File: config.mk
export PLATFORM = sky130hd
export DESIGN_NAME = pmw_window_decoder
export DESIGN_NICKNAME = d
export VERILOG_FILES = /design/src/rtl/pmw_pkg.sv /design/src/rtl/pmw_special_cycle.sv /design/src/rtl/pmw_window_decoder.sv
export SDC_FILE = /design/constraint.sdc
export NUM_CORES = 1
export LEC_CHECK = 0
export BUFFER_PORTS_ARGS = -buffer_cell sky130_fd_sc_hd__buf_4
export CAP_MARGIN = 20
export CORE_AREA = 3 3 130 132
export CTS_BUF_LIST = sky130_fd_sc_hd__clkbuf_8
export DETAILED_ROUTE_END_ITERATION = 8
export DIE_AREA = 0 0 133 135
export GPL_ROUTABILITY_DRIVEN = 0
export PLACE_DENSITY = 0.67
export SLEW_MARGIN = 15
export SYNTH_ARGS = -nofsm -noshare
export SYNTH_HDL_FRONTEND = slang
export SYNTH_HIERARCHICAL = 1
export SYNTH_SLANG_ARGS = --single-unit
export TNS_END_PERCENT = 1
File: constraint.sdc
create_clock -name ref_clk -period 3.37 [get_ports ref_clk]
set_input_delay 1.011 -clock ref_clk [delete_from_list [all_inputs] [get_ports ref_clk]]
set_output_delay 1.011 -clock ref_clk [all_outputs]
set_load 0.005 [all_outputs]
File: src/rtl/pmw_pkg.sv
package pmw_pkg;

  // ==========================================================
  // Control register, reached by model-specific index
  localparam logic [31:0] PMW_CTRL_INDEX = 32'hC000_0086;
  localparam int PMW_CTRL_WIDTH = 64;
  localparam logic [63:0] PMW_CTRL_RESET = 64'h0000_0000_0000_0000;
  // Writable bits: base 15:4, special-cycle bit 1, enable bit 0
  localparam logic [63:0] PMW_CTRL_WMASK = 64'h0000_0000_0000_FFF3;
  localparam int PMW_EN_BIT = 0;
  localparam int PMW_SPEC_BIT = 1;
  localparam int PMW_BASE_LSB = 4;
  localparam int PMW_BASE_MSB = 15;

  // ==========================================================
  // Window layout: four dwords, only dword 2 (bytes 11-8) is stored
  localparam logic [1:0] PMW_RATIO_DWORD = 2'h2;
  localparam logic [31:0] PMW_RATIO_RESET = 32'h0000_000A;
  localparam logic [4:0] PMW_VCODE_RESET = 5'h0A;
  localparam logic [3:0] PMW_FULL_LANES = 4'hF;

  // ==========================================================
  // Special bus cycle encoding
  localparam logic [7:0] PMW_SC_LANES_N = 8'hBF;
  localparam logic [7:0] PMW_IDLE_LANES_N = 8'hFF;
  localparam logic [28:0] PMW_SC_ADDR = 29'h0000_0000;

  typedef enum logic [1:0]
  {
    PMW_SC_IDLE = 2'b00,
    PMW_SC_ADDR_PH = 2'b01,
    PMW_SC_WAIT = 2'b10
  } pmw_sc_state_type;

endpackage

File: src/rtl/pmw_special_cycle.sv
`timescale 1ns/1ps
module pmw_special_cycle
(
  input wire logic ref_clk,
  input wire logic reset_n,
  input wire logic scStart,
  input wire logic burstReadyN,
  output logic scIdle,
  output logic addrStrobeN,
  output logic [7:0] byteLaneStrobesN,
  output logic [28:0] busAddr,
  output logic dataCodeSel,
  output logic memIoSel,
  output logic writeReadSel,
  output logic busCycleActive
);
  import pmw_pkg::*;

  pmw_sc_state_type state_r;
  pmw_sc_state_type state_nxt;

  // ==========================================================
  // Sequencer: address phase, then wait for the far end's ready
  always_comb
  begin
    state_nxt = state_r;
    unique case (state_r)
      PMW_SC_IDLE:
      begin
        if (scStart)
          state_nxt = PMW_SC_ADDR_PH;
      end
      PMW_SC_ADDR_PH:
        state_nxt = PMW_SC_WAIT;
      PMW_SC_WAIT:
      begin
        // Only the far end ends the cycle; no time-out here, see RL9
        if (!burstReadyN)
          state_nxt = PMW_SC_IDLE;
      end
      default:
        state_nxt = PMW_SC_IDLE;
    endcase
  end

  always_ff @(posedge ref_clk or negedge reset_n)
  begin
    if (!reset_n)
      state_r <= PMW_SC_IDLE;
    else
      state_r <= state_nxt;
  end

  // Bus pins are flops so they never glitch toward the chipset
  always_ff @(posedge ref_clk or negedge reset_n)
  begin
    if (!reset_n)
    begin
      scIdle <= 1'b1;
      addrStrobeN <= 1'b1;
      byteLaneStrobesN <= PMW_IDLE_LANES_N;
      busAddr <= '0;
      dataCodeSel <= 1'b0;
      memIoSel <= 1'b0;
      writeReadSel <= 1'b0;
      busCycleActive <= 1'b0;
    end
    else
    begin
      scIdle <= (state_nxt == PMW_SC_IDLE);
      addrStrobeN <= !(state_nxt == PMW_SC_ADDR_PH);
      busCycleActive <= (state_nxt != PMW_SC_IDLE);
      if (state_nxt != PMW_SC_IDLE)
      begin
        byteLaneStrobesN <= PMW_SC_LANES_N; // see RL7
        busAddr <= PMW_SC_ADDR; // see RL8
        dataCodeSel <= 1'b0; // see RL8
        memIoSel <= 1'b0; // see RL8
        writeReadSel <= 1'b1; // see RL8
      end
      else
      begin
        byteLaneStrobesN <= PMW_IDLE_LANES_N;
        busAddr <= '0;
        dataCodeSel <= 1'b0;
        memIoSel <= 1'b0;
        writeReadSel <= 1'b0;
      end
    end
  end
endmodule

File: src/rtl/pmw_window_decoder.sv
`timescale 1ns/1ps
// How it works
// RL1: Base field in control bits 15:4
// RL2: Window software uses aligned dword accesses only
// RL3: Window hits are claimed, no host cycle
// RL4: Partial or misaligned window accesses go out
// RL5: Reset clears window, voltage code 01010b
// RL6: Control resets zero; reserved bits read zero
// RL7: Special-cycle bit adds cycle, lanes BFh
// RL8: Special cycle: D/C low, M/IO low, W/R high
// RL9: System logic ends special cycles with ready
// RL10: Enable gates decode, window contents kept
// RL11: Disabled window: all accesses go out
// RL12: Software enables window only while using it
// RL13: Software reprograms everything after each reset
// RL14: Control register at model index C000_0086h
// RL15: Bytes 11-8 stored; others read zero
// RL16: Hit needs enable, base match, full dword
module pmw_window_decoder
(
  input wire logic ref_clk,
  input wire logic reset_n,
  input wire logic msrWrEn,
  input wire logic msrRdEn,
  input wire logic [31:0] msrIndex,
  input wire logic [pmw_pkg::PMW_CTRL_WIDTH-1:0] msrWrData,
  output logic [pmw_pkg::PMW_CTRL_WIDTH-1:0] msrRdData,
  output logic msrAck,
  output logic msrFault,
  input wire logic ioReq,
  input wire logic ioWrite,
  input wire logic [15:0] ioAddr,
  input wire logic [3:0] ioByteEn,
  input wire logic [31:0] ioWrData,
  output logic ioReady,
  output logic ioClaim,
  output logic ioForward,
  output logic [31:0] ioRdData,
  output logic [31:0] ratioVoltageField,
  output logic [4:0] voltageCodeOutput,
  input wire logic burstReadyN,
  output logic addrStrobeN,
  output logic [7:0] byteLaneStrobesN,
  output logic [28:0] busAddr,
  output logic dataCodeSel,
  output logic memIoSel,
  output logic writeReadSel,
  output logic busCycleActive
);
  import pmw_pkg::*;

  logic [63:0] ctrl_r;
  logic [31:0] ratio_r;
  logic [1:0] claimDword_r;
  logic scIdle;
  logic msrSel;
  logic ioTaken;
  logic baseMatch;
  logic aligned;
  logic windowHit;
  logic scStart;

  // ==========================================================
  // Decode of model-specific accesses and I/O requests
  assign msrSel = (msrIndex == PMW_CTRL_INDEX); // see RL14
  // A request is only taken while the special-cycle path can accept one
  // Limitation: nothing is queued, the core must hold off while ready is low
  assign ioTaken = ioReq && ioReady;
  assign baseMatch = (ioAddr[15:4] == ctrl_r[PMW_BASE_MSB:PMW_BASE_LSB]); // see RL1
  // Anything but a full aligned dword is not ours to claim, see RL2
  assign aligned = (ioAddr[1:0] == 2'b00) && (ioByteEn == PMW_FULL_LANES); // see RL16
  assign windowHit = ioTaken && ctrl_r[PMW_EN_BIT] && baseMatch && aligned; // see RL16
  assign scStart = windowHit && ctrl_r[PMW_SPEC_BIT]; // see RL7

  // ==========================================================
  // Control register: only the mapped bits store, the rest stay zero
  always_ff @(posedge ref_clk or negedge reset_n)
  begin
    if (!reset_n)
      ctrl_r <= PMW_CTRL_RESET; // see RL6
    else if (msrWrEn && msrSel)
      ctrl_r <= msrWrData & PMW_CTRL_WMASK; // see RL14
  end

  // Read data and acknowledge, one cycle after the access
  always_ff @(posedge ref_clk or negedge reset_n)
  begin
    if (!reset_n)
    begin
      msrRdData <= '0;
      msrAck <= 1'b0;
      msrFault <= 1'b0;
    end
    else
    begin
      msrAck <= (msrWrEn || msrRdEn) && msrSel;
      msrFault <= (msrWrEn || msrRdEn) && !msrSel;
      if (msrRdEn && msrSel)
        msrRdData <= ctrl_r & PMW_CTRL_WMASK; // see RL6
      else
        msrRdData <= '0;
    end
  end

  // ==========================================================
  // Window storage; clearing the enable never touches it
  // Write-only count bits read back as written; nothing here acts on them
  always_ff @(posedge ref_clk or negedge reset_n)
  begin
    if (!reset_n)
      ratio_r <= PMW_RATIO_RESET; // see RL5
    else if (windowHit && ioWrite && ioAddr[3:2] == PMW_RATIO_DWORD)
      ratio_r <= ioWrData; // see RL10
  end

  // Pins mirror the stored field; they carry the reset code from reset on
  always_ff @(posedge ref_clk or negedge reset_n)
  begin
    if (!reset_n)
    begin
      ratioVoltageField <= PMW_RATIO_RESET;
      voltageCodeOutput <= PMW_VCODE_RESET; // see RL5
    end
    else
    begin
      ratioVoltageField <= ratio_r;
      voltageCodeOutput <= ratio_r[4:0];
    end
  end

  // ==========================================================
  // Answers to the core: claimed internally or sent to the host bus
  always_ff @(posedge ref_clk or negedge reset_n)
  begin
    if (!reset_n)
    begin
      ioClaim <= 1'b0;
      ioForward <= 1'b0;
      ioRdData <= '0;
      claimDword_r <= 2'b00;
    end
    else
    begin
      ioClaim <= windowHit; // see RL3
      // Misses, partial lanes and a disabled window all go out, see RL4
      ioForward <= ioTaken && !windowHit; // see RL11
      claimDword_r <= ioAddr[3:2];
      if (windowHit && !ioWrite && ioAddr[3:2] == PMW_RATIO_DWORD)
        ioRdData <= ratio_r; // see RL15
      else
        ioRdData <= '0; // see RL15
    end
  end

  // Ready is held low while a special cycle is outstanding
  always_ff @(posedge ref_clk or negedge reset_n)
  begin
    if (!reset_n)
      ioReady <= 1'b1;
    else
      ioReady <= scIdle && !scStart;
  end

  // ==========================================================
  // Special bus cycle sequencer
  pmw_special_cycle u_special
  (
    .ref_clk(ref_clk),
    .reset_n(reset_n),
    .scStart(scStart),
    .burstReadyN(burstReadyN),
    .scIdle(scIdle),
    .addrStrobeN(addrStrobeN),
    .byteLaneStrobesN(byteLaneStrobesN),
    .busAddr(busAddr),
    .dataCodeSel(dataCodeSel),
    .memIoSel(memIoSel),
    .writeReadSel(writeReadSel),
    .busCycleActive(busCycleActive)
  );
endmodule

==> flow_summary_export.csv <==
group,metric,value,unit
outcome,status,"complete, no violations",
min_path,hp-class,"register to register",
logic_synthesis,synth_area_leaders,"dfrtp_1 (57%), buf_4 (13%), mux2_2 (9.0%)",
setup_path,path_common_cell,"buf_4",
clock_network,postCtsHoldBufs,0,
setup_path,crit_path_max_fanout,35,
floorplanning,die_h,135,µm
logic_synthesis,avgSynthCellArea,13.18,µm²
routing,dr_wl_met2,6121,µm
pwr,peakVddDrop,0.0001799,V
clock_network,post_cts_buffers,0,
logic_synthesis,synth_largest_area_cell,"dfrtp_1",
logic_synthesis,synth_top_family_by_area,"buffers and inverters",
logic_synthesis,ys.flop_type,"dfrtp_1",
setup_path,path_buf_inv,2,
routing,drcViolationCount,0,
logic_synthesis,yosysSeqAreaShare,0.5987,
logic_synthesis,synth_simple_gate_area_frac,0.1132,
cells_and_area,drive_above_1_share,0.5000,
logic_synthesis,synth-compound-area-share,0.006684,
timing,worstMarginPinSlew,1071,ps
timing,slew_headroom,0.2858,
routing,wl_met3,1198,µm
timing,fmax,391.0,MHz
setup_path,crit_slowest_cell,"or4_2",
floorplanning,start_util,0.3548,
timing,final_hold_viol_count,0,
setup_path,critical_path_arrival,2900,ps
logic_synthesis,synth_mux_area_frac,0.09225,
setup_path,end_kind,"register",
setup_path,cp_cell_sequence,"buf_4, and4bb_1, nand4_1, or4_2, buf_4, nor3_1",
logic_synthesis,synth_fa_ha_area_frac,0,
timing,fin_skew,13.68,ps
clock_network,cts_tree,"built",
logic_synthesis,yosys_warnings,6,
clock_network,htree_levels,4,
timing,slew_viol_final,0,
routing,drtPass1Iterations,4,
cells_and_area,final_common_cell,"buf_4",
routing,wirelength,12570,µm
setup_path,critPathLaunchType,"primary input",
placed_design,place.port_buffers,196,
logic_synthesis,synth.distinct_cells,34,
routing,drt_iter0_drc,131,
setup_path,worstPathRequired,3710,ps
clock_network,cts.clk_slew.worst_paths,90,ps
floorplanning,num_rows,46,
floorplanning,die_w,133,µm
placed_design,dp_hpwl,9424,µm
routing,routedWlPerCell,14.72,µm
clock_network,post_cts_resize_count,0,
setup_path,reg2reg_slack,980,ps
cells_and_area,nets,780,
logic_synthesis,async_reset_ff_frac,1.000,
clock_network,clockRootBuffer,"clkbuf_8",
routing,wl_met1,5128,µm
routing,ant_nets,0,
floorplanning,core_area,15830,µm²
setup_path,crit_family,"simple AND/OR/NAND/NOR gates",
logic_synthesis,ys_ff_latch,134,
cells_and_area,layout_common_cells,"buf_4 (201), dfrtp_1 (127), conb_1 (88), mux2_2 (45), inv_1 (37)",
clock_network,clkSinkCount,134,
cells_and_area,finalCoreUtilization,0.4623,
routing,via_per_inst,4.076,
global_routing,grt_use_total,0.1395,
setup_path,worst-setup-path-type,"primary input to register",
timing,rsz0062_at_grt,"no",
clock_network,insertion_delay,440,ps
global_routing,grt_max_degree,80,
logic_synthesis,synth_edf_count,0,
logic_synthesis,synth_cells,426,
routing,vias,3481,
global_routing,grt_pass1_wl,19360,µm
pwr,fin_total_pwr,3.046,mW
global_routing,grt_pass1_vias,3647,
clock_network,cts_buffers,17,
cells_and_area,antenna-diode-count,0,
timing,fin_crit,2558,ps
flow_run,drv_cap,0,
timing,finalCritPeriodShare,0.7589,
cells_and_area,syn_to_final_growth,30.30,%
global_routing,grt-ovfl-total,0,
routing,routed.top_layer,"met4",
pwr,p_per_area,416.3,nW/µm²
clock_network,cts.path.max_buffers,2,
timing,setup_viol_count_final,0,
pwr,power_leakage,3.760,nW
global_routing,antenna_found_initial,0,
timing,tns,0,ps
floorplanning,die-area,17960,µm²
logic_synthesis,synth_top_area_share,0.5660,
floorplanning,ios,335,
logic_synthesis,synth-xor-area-share,0.01872,
logic_synthesis,synthesis.area,5615,µm²
setup_path,cpPeakStageDelay,720,ps
==> synthesized netlist by cell type (all sizes together) (3+ instances only) <==
cell type / count
nor2: 4
dfstp: 7
dfrtp: 127
nor4b: 3
conb: 3
nor3: 34
xnor2: 12
buf: 106
nor4: 6
and2: 16
mux2: 46
inv: 37
nand4: 8
==> state kept, by name, indices dropped and copies added, names as in the netlist <==
signal,flops
u_special/busCycleActive,1
msrRdData,14
u_special/state_r,2
ratio_r,32
u_special/addrStrobeN,1
msrAck,1
u_special/byteLaneStrobesN,1
ioRdData,32
ioReady,1
ratioVoltageField,32
ctrl_r,14
msrFault,1
ioForward,1
ioClaim,1
==> stage by stage <==
step	cells	cell area (µm²)	setup slack [ps]	hold WS [ps]
after floorplan	511	5934	772.3	359.3
final	854	7317	812.5	374.9
after global placement	822	6939	431.7	362.1
after CTS	854	7317	827.2	378.8
after global routing	854	7317	758.9	381.7
after detailed placement	822	6939	339.1	367.7
==> per-layer routing <==
metal	global-route usage	vias to the layer above
li1	-	1605
met1	0.1690	1676
met2	0.2283	187
met3	0.05700	13
met4	0.04446	0
met5	0	-
==> power breakdown <==
group / switching, mW / internal [mW]
Combinational: 0.0909 / 0.0893
Clock: 0.699 / 0.558
Sequential: 0.000415 / 1.61
==> final timing paths <==
path                                   startpoint                        endpoint  cells after the start
setup / recovery                        ioAddr[0]           ioRdData[0]$_DFF_PN0_                      6
hold / removal             ratio_r[1]$_DFFE_PN1P_  ratioVoltageField[1]$_DFF_PN1_                      0
setup reg to reg                ioReady$_DFF_PN1_           ioRdData[0]$_DFF_PN0_                      5
hold reg to reg            ratio_r[1]$_DFFE_PN1P_  ratioVoltageField[1]$_DFF_PN1_                      0
max in group asynchronous                 reset_n          ioRdData[30]$_DFF_PN0_                      2
min in group asynchronous                 reset_n          ioRdData[15]$_DFF_PN0_                      1
==> area by class of cell <==
type,count,area (µm²)
Fill cell,1443,8511
Tap cell,216,270.3
Multi-Input combinational cell,232,1628
Clock buffer,18,247.7
Sequential cell,134,3362
Inverter,37,138.9
Clock inverter,14,130.1
Timing Repair Buffer,203,1540
==> cell families after synthesis <==
logic type | Yosys count
flops | 134
buf+inv | 145
xor+xnor | 12
simple gates | 80
other cells | 3
compound gates | 6
mux | 46
(Power assumes the default switching activity.)
